<file path="config.mk">
export PLATFORM = sky130hd
export DESIGN_NAME = adcss_top
export DESIGN_NICKNAME = d
export VERILOG_FILES = /design/src/adcss_pkg.sv /design/src/adcss_top.sv /design/src/adcss_sync.sv /design/src/adcss_result_mem.sv
export SDC_FILE = /design/constraint.sdc
export NUM_CORES = 1
export LEC_CHECK = 0
export BUFFER_PORTS_ARGS = -buffer_cell sky130_fd_sc_hd__buf_2
export CAP_MARGIN = 20
export CORE_UTILIZATION = 40
export CTS_CLUSTER_DIAMETER = 120
export DETAILED_ROUTE_END_ITERATION = 10
export PLACE_DENSITY = 0.68
export SLEW_MARGIN = 20
export SYNTH_ARGS = -nofsm -noshare
export SYNTH_HDL_FRONTEND = slang
export SYNTH_HIERARCHICAL = 1
export SYNTH_SLANG_ARGS = --single-unit
export TNS_END_PERCENT = 10
</file>
<file path="constraint.sdc">
create_clock -name clk_sys -period 2.7 [get_ports clk_sys]
set_input_delay 0.405 -clock clk_sys [delete_from_list [all_inputs] [get_ports clk_sys]]
set_output_delay 0.405 -clock clk_sys [all_outputs]
set_load 0.1 [all_outputs]
</file>
<file path="src/adcss_pkg.sv">
// adcss_pkg: register map, field positions and modes of the sweep sequencer
// assumes a plain one-cycle register port and an external conversion core
package adcss_pkg;
  localparam int ADDR_W = 4;
  localparam int DATA_W = 16;
  localparam int RES_W = 10;
  localparam int NCH = 8;

  // register word offsets, one 16-bit register per address
  localparam logic [ADDR_W-1:0] OFS_CTRL0 = 4'h0;
  localparam logic [ADDR_W-1:0] OFS_CTRL1 = 4'h1;
  localparam logic [ADDR_W-1:0] OFS_CTRL2 = 4'h2;
  localparam logic [ADDR_W-1:0] OFS_TRGCON = 4'h3;
  localparam logic [ADDR_W-1:0] OFS_STATUS = 4'h4;
  localparam logic [ADDR_W-1:0] OFS_IRQ_ST = 4'h5;
  localparam logic [ADDR_W-1:0] OFS_IRQ_MASK = 4'h6;
  localparam logic [ADDR_W-1:0] OFS_RESULT0 = 4'h8;

  // converter_control_0 fields
  localparam int B_START = 0;
  localparam int B_TRG = 1;
  // converter_control_1 fields: mode and scan width
  localparam int B_MODE_LO = 0;
  localparam int B_MODE_HI = 1;
  localparam int B_SCAN_LO = 2;
  localparam int B_SCAN_HI = 3;
  // converter_control_2 fields: channel group
  localparam int B_GRP_LO = 0;
  localparam int B_GRP_HI = 1;
  // trigger_control_reg fields
  localparam int B_SECONDARY_TRIGGER_SELECT = 0;
  localparam int B_TMR_SEL = 1;
  localparam int B_CNT_SEL = 2;
  // interrupt status bits
  localparam int B_IRQ_DONE = 0;

  localparam logic [1:0] MODE_REP0 = 2'h0;
  localparam logic [1:0] MODE_REP1 = 2'h1;
  localparam logic [1:0] MODE_SIMUL = 2'h2;

  typedef enum logic [1:0] {
    ADCSS_IDLE = 2'b00,
    ADCSS_ARMED = 2'b01,
    ADCSS_CONV = 2'b10,
    ADCSS_WAIT = 2'b11
  } adcss_state_t;
endpackage : adcss_pkg

</file>
<file path="src/adcss_top.sv">
// adcss_top: sweep sequencer for the converter (repeat sweep 0/1, simul)
// assumes an external core that converts one channel per start pulse
// and answers with a one-cycle done pulse and the result beside it
//
// Behaviour
// [RULE1] software trigger: writing start bit 1 begins the sequence
// [RULE2] hardware trigger: start bit arms; falling pin edge afterwards starts
// [RULE3] repeat sweep modes run until software clears the start bit
// [RULE4] repeat sweep 0 cycles channels 0..n-1, n is 2,4,6 or 8
// [RULE5] repeat sweep 1 puts a favoured channel before each other one
// [RULE6] repeat sweep 1 favoured set is channel 0, 0-1, 0-2 or 0-3
// [RULE7] group select moves the whole sweep to one eight-channel group
// [RULE8] each conversion result goes to that channel's result register
// [RULE9] simul mode samples channels 0 and 1 together, then converts each
// [RULE10] simul mode does one sweep of 2,4,6 or 8 channels from 0
// [RULE11] simul sweep end stops, raises done irq, clears start if software
// [RULE12] simul hardware trigger chosen by secondary and timer select bits
// [RULE13] timer underflows count only after the start bit is set
// [RULE14] timer select 1: first timer; else secondary 0 pin, 1 third timer; counter select 1 takes the freq counter instead
// [RULE15] clearing start aborts to idle, results kept
// [RULE16] repeat sweep modes never raise the done interrupt
//
// Strobed register access and the register addresses were left to the implementer.
`timescale 1ns/1ps
module adcss_top
  import adcss_pkg::*;
#(
  parameter int NCHAN = NCH
) (
  input wire logic clk_sys,
  input wire logic rst,
  input wire logic [ADDR_W-1:0] reg_addr,
  input wire logic [DATA_W-1:0] reg_wdata,
  input wire logic reg_wr,
  input wire logic reg_rd,
  output logic [DATA_W-1:0] reg_rdata,
  input wire logic external_trigger_pin_n,
  input wire logic first_timer_uf,
  input wire logic third_timer_uf,
  input wire logic freq_counter_uf,
  output logic conv_start,
  output logic [2:0] conv_channel,
  output logic [1:0] conv_group,
  output logic sample_hold_pair,
  input wire logic conv_done,
  input wire logic [RES_W-1:0] conv_result,
  output logic irq
);
  localparam int CW = $clog2(NCHAN);

  ////////////////////////////////////////////////////////////////////////
  // registers
  logic start_q;
  logic trg_q;
  logic [1:0] mode_q;
  logic [1:0] scan_q;
  logic [1:0] grp_q;
  logic [1:0] run_grp_q;
  logic secondary_trigger_select_q;
  logic tmr_sel_q;
  logic cnt_sel_q;
  logic irq_st_q;
  logic irq_mask_q;
  adcss_state_t state_q;
  logic [CW-1:0] ch_q;
  logic [CW-1:0] fav_q;
  logic [CW-1:0] other_q;
  logic fav_turn_q;
  logic pin_q;
  logic pin_prev_q;
  logic rd_mem_q;
  logic rd_q;
  logic [DATA_W-1:0] rd_reg_q;
  logic sweep_end;
  logic start_wr;
  logic stop_wr;
  logic hw_event;
  logic [CW-1:0] last_ch;
  logic [CW-1:0] fav_last;
  logic [RES_W-1:0] mem_rdata;
  logic [CW-1:0] mem_rd_idx;
  logic wr_ctrl0;

  assign wr_ctrl0 = reg_wr && reg_addr == OFS_CTRL0;
  assign start_wr = wr_ctrl0 && reg_wdata[B_START];
  assign stop_wr = wr_ctrl0 && !reg_wdata[B_START];
  // scan width: 2,4,6,8 channels sweep; 1..4 favoured in repeat sweep 1
  assign last_ch = CW'({scan_q, 1'b1}); // RULE4 RULE10
  assign fav_last = CW'(scan_q); // RULE6

  ////////////////////////////////////////////////////////////////////////
  // pin synchroniser and edge
  adcss_sync #(.W(1)) u_pin_sync (
    .clk_sys(clk_sys),
    .rst(rst),
    .d(external_trigger_pin_n),
    .q(pin_q)
  );

  always_ff @(posedge clk_sys) begin
    if (rst) begin
      pin_prev_q <= 1'b1;
    end else begin
      pin_prev_q <= pin_q;
    end
  end

  // hardware source decode; pin only without timer select outside simul
  always_comb begin
    hw_event = pin_prev_q && !pin_q; // RULE2
    if (mode_q == MODE_SIMUL) begin
      if (tmr_sel_q) begin
        hw_event = first_timer_uf; // RULE12 RULE14
      end else if (secondary_trigger_select_q) begin
        hw_event = cnt_sel_q ? freq_counter_uf : third_timer_uf; // RULE14
      end
    end
  end

  ////////////////////////////////////////////////////////////////////////
  // control registers
  always_ff @(posedge clk_sys) begin
    if (rst) begin
      start_q <= 1'b0;
      trg_q <= 1'b0;
    end else if (wr_ctrl0) begin
      start_q <= reg_wdata[B_START];
      trg_q <= reg_wdata[B_TRG];
    end else if (sweep_end && !trg_q) begin
      start_q <= 1'b0; // RULE11
    end
  end

  always_ff @(posedge clk_sys) begin
    if (rst) begin
      mode_q <= MODE_REP0;
      scan_q <= 2'h0;
      grp_q <= 2'h0;
      secondary_trigger_select_q <= 1'b0;
      tmr_sel_q <= 1'b0;
      cnt_sel_q <= 1'b0;
      irq_mask_q <= 1'b0;
    end else if (reg_wr) begin
      if (reg_addr == OFS_CTRL1) begin
        mode_q <= reg_wdata[B_MODE_HI:B_MODE_LO];
        scan_q <= reg_wdata[B_SCAN_HI:B_SCAN_LO];
      end
      if (reg_addr == OFS_CTRL2) begin
        grp_q <= reg_wdata[B_GRP_HI:B_GRP_LO];
      end
      if (reg_addr == OFS_TRGCON) begin
        secondary_trigger_select_q <= reg_wdata[B_SECONDARY_TRIGGER_SELECT];
        tmr_sel_q <= reg_wdata[B_TMR_SEL];
        cnt_sel_q <= reg_wdata[B_CNT_SEL];
      end
      if (reg_addr == OFS_IRQ_MASK) begin
        irq_mask_q <= reg_wdata[B_IRQ_DONE];
      end
    end
  end

  ////////////////////////////////////////////////////////////////////////
  // sequencer
  assign sweep_end = state_q == ADCSS_WAIT && conv_done && !stop_wr
    && mode_q == MODE_SIMUL && ch_q == last_ch; // RULE10 RULE11

  always_ff @(posedge clk_sys) begin
    if (rst) begin
      state_q <= ADCSS_IDLE;
      ch_q <= '0;
      fav_q <= '0;
      other_q <= '0;
      fav_turn_q <= 1'b1;
    end else if (stop_wr) begin
      state_q <= ADCSS_IDLE; // RULE3 RULE15
    end else begin
      unique case (state_q)
        ADCSS_IDLE: begin
          ch_q <= '0;
          fav_q <= '0;
          other_q <= fav_last + CW'(1);
          fav_turn_q <= 1'b1;
          if (start_wr) begin
            // underflows before arming are not seen here
            state_q <= reg_wdata[B_TRG] ? ADCSS_ARMED : ADCSS_CONV; // RULE1
          end
        end
        ADCSS_ARMED: begin
          if (hw_event) begin
            state_q <= ADCSS_CONV; // RULE2 RULE13
          end
        end
        ADCSS_CONV: begin
          state_q <= ADCSS_WAIT;
        end
        ADCSS_WAIT: begin
          if (conv_done) begin
            state_q <= ADCSS_CONV;
            unique case (mode_q)
              MODE_REP1: begin
                // RULE5: favoured, other, favoured, next other
                if (fav_turn_q) begin
                  ch_q <= other_q;
                  fav_q <= (fav_q == fav_last) ? '0 : fav_q + CW'(1);
                end else begin
                  ch_q <= fav_q;
                  other_q <= (other_q == CW'(NCHAN - 1))
                    ? fav_last + CW'(1) : other_q + CW'(1);
                end
                fav_turn_q <= !fav_turn_q; // RULE5
              end
              MODE_SIMUL: begin
                ch_q <= ch_q + CW'(1);
                if (ch_q == last_ch) begin
                  state_q <= ADCSS_IDLE; // RULE11
                end
              end
              default: begin
                ch_q <= (ch_q == last_ch) ? '0 : ch_q + CW'(1); // RULE4 RULE3
              end
            endcase
          end
        end
      endcase
    end
  end

  // group frozen while a conversion runs: a mid-sweep write to the group
  // field waits for the next start, so one sweep never mixes two groups
  always_ff @(posedge clk_sys) begin
    if (rst) begin
      run_grp_q <= 2'h0;
    end else if (state_q == ADCSS_IDLE || state_q == ADCSS_ARMED) begin
      run_grp_q <= grp_q; // RULE7
    end
  end

  assign conv_start = state_q == ADCSS_CONV;
  assign conv_channel = 3'(ch_q);
  assign conv_group = run_grp_q; // RULE7
  // both sample-holds take channels 0 and 1 at the first conversion
  assign sample_hold_pair = conv_start && mode_q == MODE_SIMUL
    && ch_q == '0; // RULE9

  ////////////////////////////////////////////////////////////////////////
  // results and interrupt
  assign mem_rd_idx = CW'(reg_addr - OFS_RESULT0);

  adcss_result_mem #(.N(NCHAN), .W(RES_W)) u_mem (
    .clk_sys(clk_sys),
    .rst(rst),
    .wr_en(state_q == ADCSS_WAIT && conv_done && !stop_wr), // RULE8 RULE15
    .wr_idx(ch_q),
    .wr_data(conv_result),
    .rd_idx(mem_rd_idx),
    .rd_data(mem_rdata)
  );

  // set wins over a write-one clear in the same cycle
  always_ff @(posedge clk_sys) begin
    if (rst) begin
      irq_st_q <= 1'b0;
    end else if (sweep_end) begin
      irq_st_q <= 1'b1; // RULE11 RULE16
    end else if (reg_wr && reg_addr == OFS_IRQ_ST
      && reg_wdata[B_IRQ_DONE]) begin
      irq_st_q <= 1'b0;
    end
  end

  assign irq = irq_st_q && irq_mask_q;

  ////////////////////////////////////////////////////////////////////////
  // read port: data stand one cycle after the strobe
  always_ff @(posedge clk_sys) begin
    if (rst) begin
      rd_q <= 1'b0;
      rd_mem_q <= 1'b0;
      rd_reg_q <= '0;
    end else begin
      rd_q <= reg_rd;
      rd_mem_q <= reg_rd && reg_addr >= OFS_RESULT0;
      rd_reg_q <= '0;
      if (reg_rd) begin
        unique case (reg_addr)
          OFS_CTRL0: rd_reg_q <= DATA_W'({trg_q, start_q});
          OFS_CTRL1: rd_reg_q <= DATA_W'({scan_q, mode_q});
          OFS_CTRL2: rd_reg_q <= DATA_W'(grp_q);
          OFS_TRGCON: rd_reg_q <= DATA_W'({cnt_sel_q, tmr_sel_q, secondary_trigger_select_q});
          OFS_STATUS: rd_reg_q <= DATA_W'({ch_q, state_q});
          OFS_IRQ_ST: rd_reg_q <= DATA_W'(irq_st_q);
          OFS_IRQ_MASK: rd_reg_q <= DATA_W'(irq_mask_q);
          default: rd_reg_q <= '0;
        endcase
      end
    end
  end

  assign reg_rdata = !rd_q ? '0 : rd_mem_q ? DATA_W'(mem_rdata) : rd_reg_q;
endmodule : adcss_top

</file>
<file path="src/adcss_sync.sv">
// adcss_sync: two-flop synchroniser for asynchronous pin levels
// assumes the input is a slow level from outside the clk_sys domain
`timescale 1ns/1ps
module adcss_sync #(
  parameter int W = 1
) (
  input wire logic clk_sys,
  input wire logic rst,
  input wire logic [W-1:0] d,
  output logic [W-1:0] q
);
  logic [W-1:0] meta_q;

  // first flop feeds only the second one
  always_ff @(posedge clk_sys) begin
    if (rst) begin
      meta_q <= '1;
      q <= '1;
    end else begin
      meta_q <= d;
      q <= meta_q;
    end
  end
endmodule : adcss_sync

</file>
<file path="src/adcss_result_mem.sv">
// adcss_result_mem: per-channel result store with registered read port
// assumes one write and one read per cycle at most
`timescale 1ns/1ps
module adcss_result_mem #(
  parameter int N = 8,
  parameter int W = 10
) (
  input wire logic clk_sys,
  input wire logic rst,
  input wire logic wr_en,
  input wire logic [$clog2(N)-1:0] wr_idx,
  input wire logic [W-1:0] wr_data,
  input wire logic [$clog2(N)-1:0] rd_idx,
  output logic [W-1:0] rd_data
);
  logic [W-1:0] mem_q [N];

  always_ff @(posedge clk_sys) begin
    if (rst) begin
      for (int i = 0; i < N; i++) begin
        mem_q[i] <= '0;
      end
    end else if (wr_en) begin
      mem_q[wr_idx] <= wr_data;
    end
  end

  always_ff @(posedge clk_sys) begin
    if (rst) begin
      rd_data <= '0;
    end else begin
      rd_data <= mem_q[rd_idx];
    end
  end
endmodule : adcss_result_mem

</file>
# Word level (Yosys, flattened, before mapping)
# Memory sizes are Yosys's and may differ from the RTL's. A register that Yosys moved wholly into a read port is not among the register bits.
# Cells that the tools add are included.
[classes] add_sub_neg=5 n_lt_le_gt_ge=1 eq_ne=20 n_mux=44 bitwise=2 n_reduce_logical=39
[op_table] op="$mux W3" count=12
[op_table] op="$pmux W5 S7" count=1
[op_table] op="$mux W16" count=2
[op_table] op="$pmux W3 S2" count=4
[op_table] op="$mux W1" count=16
[op_table] op="$logic_and A1 B1 Y1" count=15
[op_table] op="$eq A4 B3 Y1 const B" count=3
[op_table] op="$mux W2" count=6
[op_table] op="$mux W10" count=1
[op_table] op="$ne A2 B2 Y1 const B" count=5
[op_table] op="$reduce_and A5 Y1" count=2
[op_table] op="$reduce_or A10 Y1" count=1
[op_table] op="$add A3 B1 Y3 const B" count=3
[op_table] op="$eq A4 B2 Y1 const B" count=2
[op_table] op="$pmux W2 S4" count=1
[op_table] op="$reduce_and A2 Y1" count=4
[op_table] op="$eq A2 B2 Y1 const B" count=3
[op_table] op="$reduce_and A3 Y1" count=2
[op_table] op="$reduce_bool A2 Y1" count=3
[op_table] op="$logic_not A1 Y1" count=5
[op_table] op="$eq A2 B1 Y1 const B" count=2
[op_table] op="$eq A4 B1 Y1 const B" count=1
[op_table] op="$ge A4 B4 Y1 const B" count=1
[op_table] op="$logic_not A4 Y1" count=1
[op_table] op="13 further kinds" count=15
[totals] ff_bits=48 mem_bits_rw=80 out_inout_bits=24 word_cells=134 memories=1
[memory_table] name="u_mem.mem_q" depth=8 width=10 read_ports=1 rd_ports_with_merged_regs=1 write_ports=8 line="adcss_result_mem.sv:16" rtl="logic [W-1:0] mem_q [N];"

# Logic depth before layout (Yosys ltp)
[logic_depth] ltp_word=10 depth_mapped=8

# By module
# The synthesis kept the hierarchy.
[by_module_without_submodules] mod="adcss_result_mem" instances=1 cells_each=246 area_each_um2=3930.0 seq_area_each_um2=2602.5
[by_module_without_submodules] mod="adcss_top" instances=1 cells_each=246 area_each_um2=2205.9 seq_area_each_um2=700.7
[by_module_without_submodules] mod="adcss_sync" instances=1 cells_each=4 area_each_um2=52.6 seq_area_each_um2=40.0

# Least setup slack after synthesis
# OpenSTA, ideal clock, no wires.
[synth_path] kind="register to output" start="register state_q[0]" end="output sample_hold_pair" arrival_time_ns=2.166 required_time_ns=2.295 slack_ns=0.129 stages_incl_launch_ff=4 cell_sequence="dfxtp_1 inv_1 ha_1 and4b_1"
[synth_via] elab_chain_len=3
[synth_rtl] item="start: declaration" line="adcss_top.sv:64" rtl="adcss_state_t state_q;"
[synth_rtl] item="start signal: assignment" line="adcss_top.sv:185" rtl="state_q <= reg_wdata[B_TRG] ? ADCSS_ARMED : ADCSS_CONV;"
[synth_rtl] item="$eq A2 B2 Y1" line="adcss_top.sv:238" rtl="assign conv_start = state_q == ADCSS_CONV;"
[synth_rtl] item="via conv_start" line="adcss_top.sv:41" rtl="output logic conv_start,"
[synth_rtl] item="$logic_and A1 B1 Y1" line="adcss_top.sv:242" rtl="assign sample_hold_pair = conv_start && mode_q == MODE_SIMUL"
[synth_rtl] item="$logic_and A1 B1 Y1" line="adcss_top.sv:243" rtl="&& ch_q == '0;"
[synth_rtl] item="end: declaration" line="adcss_top.sv:44" rtl="output logic sample_hold_pair,"
# The timed path passes the listed nets, and every way through them passes these cells.

# Final worst setup path
[layout_path] start="register mode_q[1]" end="output sample_hold_pair"
[layout_via] elab_chain_len=3
[layout_rtl] item="start: declaration" line="adcss_top.sv:55" rtl="logic [1:0] mode_q;"
[layout_rtl] item="start signal: assignment" line="adcss_top.sv:145" rtl="mode_q <= reg_wdata[B_MODE_HI:B_MODE_LO];"
[layout_rtl] item="$eq A2 B2 Y1" line="adcss_top.sv:242"
[layout_rtl] item="$logic_and A1 B1 Y1" line="adcss_top.sv:242"
[layout_rtl] item="$logic_and A1 B1 Y1" line="adcss_top.sv:243"
# No other way between the ends.

==> summary.txt <==
status = complete, no violations
Pre-antenna DRT Iters = 4
CTS tree = done
diodes inserted = 0
Core Region = 0.0151 mm²
clock tree sinks = 127
Net Switching = 1280 µW
Tightest Pin Transition = 523 ps
CP Capture Type = output pin
total grt overflow = 0
clk slew on worst S/H paths = 60 ps
post-synth cell types = 63
FF+latch count, synth = 127
CTS buffer count = 17
Hold-fix buffers, CTS = 0
Max Root-Sink Buffers = 2
Iter 0 DRT Violations = 367
Port Buffers = 44
Mapped Avg Cell Area = 12.5 µm²
Rows = 45
vias in the first global route = 4005
DP Wirelength = 9060 µm
first-pass GRT wire length = 21100 µm
Hold Path Cell Cnt = 2
Placer Congestion = 0.847
HP Class = input port to flip-flop
cts repair resizes = 0
Clk network pwr share = 46.4%
FF-to-FF setup slack = 510 ps
postcts setup bufs = 0
DRC viols = 0
fmax = 447 MHz
main flop type after synthesis = edfxtp_1
total track usage = 17.6%
combinational share of power = 11.5%
num ports = 63
P per Cell Area = 719 mW/mm²
WL/cell = 17.6 µm
switching portion of total power = 24.6%
Starting Density = 40.9%
Max Cap Viol = 0
endpoints failing hold = 0
Internal Pwr Total = 3910 µW
maximum VDD drop = 0.000413 V
Seq/Total Area, Yosys = 54.0%
worst skew pair latency = 420 ps
area share of the largest cell type after synthesis = 38.8%
Max Slew Vio Count = 0
Worst Path Max Fanout = 7
largest net degree at the start of global routing = 34
vias per inst = 5.34
yosys warns = 6
most frequent cells after synthesis = 82 x and2_1, 80 x edfxtp_1, 47 x dfxtp_1
fin crit period = 2240 ps
# setup viols final = 0
RSZ-0062 raised after global routing = false
die width = 126 µm
cell depth of the worst flop-to-flop path = 6
LEAKAGE = 0.00294 µW
Flop pwr share = 42.2%
skew final = 9.60 ps
DIE AREA = 0.0160 mm²
setup TNS = 0 ps
Power Total = 5190 µW
Die Height = 126 µm
final WL = 13200 µm
Area Growth Syn to Fin = 16.6%
ys async rst share = 0%
synth top area cells = edfxtp_1 39%, dfxtp_1 15%, and2_1 8.3%, mux4_2 5.8%, mux2i_1 5.7%
Syn Inst Count = 496
crit share post-route = 82.8%
Antenna Nets Post-Route = 0
layout cell share with drive strength beyond 1 = 22.2%
H-tree depth = 4
Startpoint Class = flip-flop
Max-slew headroom = 65.1%
Layout fillers = 1333
Worst Path Class, Setup = flip-flop to output pin
clk root buf = clkbuf_16
routed via count = 4004
Critical Path RT = 2300 ps
number of synthesized flops with an enable pin = 80
initial antenna violation count = 1
post-synthesis instance area = 0.00619 mm²
Crit path arrival time = 1830 ps
leading area contributor after synthesis = edfxtp_1
top-count cell post-synth = and2_1
layout net count = 600
critical path: stages, from the launching register on:
cell and delay, ps:
dfxtp_1 450, ha_1 330, and4b_1 220, buf_2 420
layout make-up:
| cell class | instances | area [µm²] | share of cell area (%) |
|---|---|---|---|
| tap | 188 | 235 | 3.26 |
| sequential | 127 | 3340 | 46.3 |
| clock buffer | 20 | 437 | 6.05 |
| multi-input combinational | 332 | 2630 | 36.5 |
| timing repair buffer | 61 | 348 | 4.82 |
| clock inverter | 12 | 181 | 2.51 |
| inverter | 10 | 37.5 | 0.520 |
registers in the layout, indices dropped and copies added, names as in the netlist, 2 cells and up:
name,cells
u_mem/mem_q,80
grp_q,2
u_mem/rd_data,10
other_q,3
rd_reg_q,5
conv_group,2
scan_q,2
fav_q,3
conv_channel,3
mode_q,2
state_q,2
power groups by stage:
stage / logic, µW / clock network [µW] / registers (µW)
final: 594 / 2400 / 2190
after global routing: 647 / 2520 / 2200
after CTS: 595 / 2430 / 2190
after detailed placement: 594 / 0 / 2230
after global placement: 574 / 0 / 2220
after floorplan: 459 / 0 / 2210
stage by stage:
stage	std cells	setup slack [ps]	utilization [%]	hold slack [ps]	area [µm²]
floorplan	501	129	-	385	6210
global placement	718	589	43.6	390	6600
detailed placement	718	557	43.6	400	6600
finish	750	464	47.6	189	7220
global route	750	355	47.6	191	7220
CTS	750	484	47.6	175	7220
path summary, 6_finish.rpt:
check | endpoint | from
max | sample_hold_pair | mode_q[1]
min | u_pin_sync/meta_q | external_trigger_pin_n
max reg2reg | u_mem/mem_q[0][0] | state_q[1]
min reg2reg | u_pin_sync/q | u_pin_sync/meta_q
kinds of logic after synthesis:
group           synth area share [%]
fa+ha+maj                       2.43
flops                           54.0
buf+inv                         3.72
simple gates                    19.7
xor+xnor                       0.708
other cells                   0.0606
mux                             14.2
compound gates                  5.16
placed cells by master (no fill, tap or decap), types with 9 or more instances in the layout:
master and count:
and2_1 82, edfxtp_1 80, dfxtp_1 47, buf_2 44
nor2_1 38, mux2i_1 35, nand2_1 17, clkbuf_16 17
buf_4 17, mux4_2 16, ha_1 12, a21oi_1 11
inv_1 10, or2_2 9
layer usage:
layer | routed length (µm) | share of wire (%) | global-route usage, %
met1 | 5810 | 44 | 22.0
met2 | 6620 | 50 | 29.6
met3 | 536 | 4.1 | 4.30
met4 | 221 | 1.7 | 6.80
met5 | 10 | 0.076 | 0
Power figures use the tool's default switching activity.
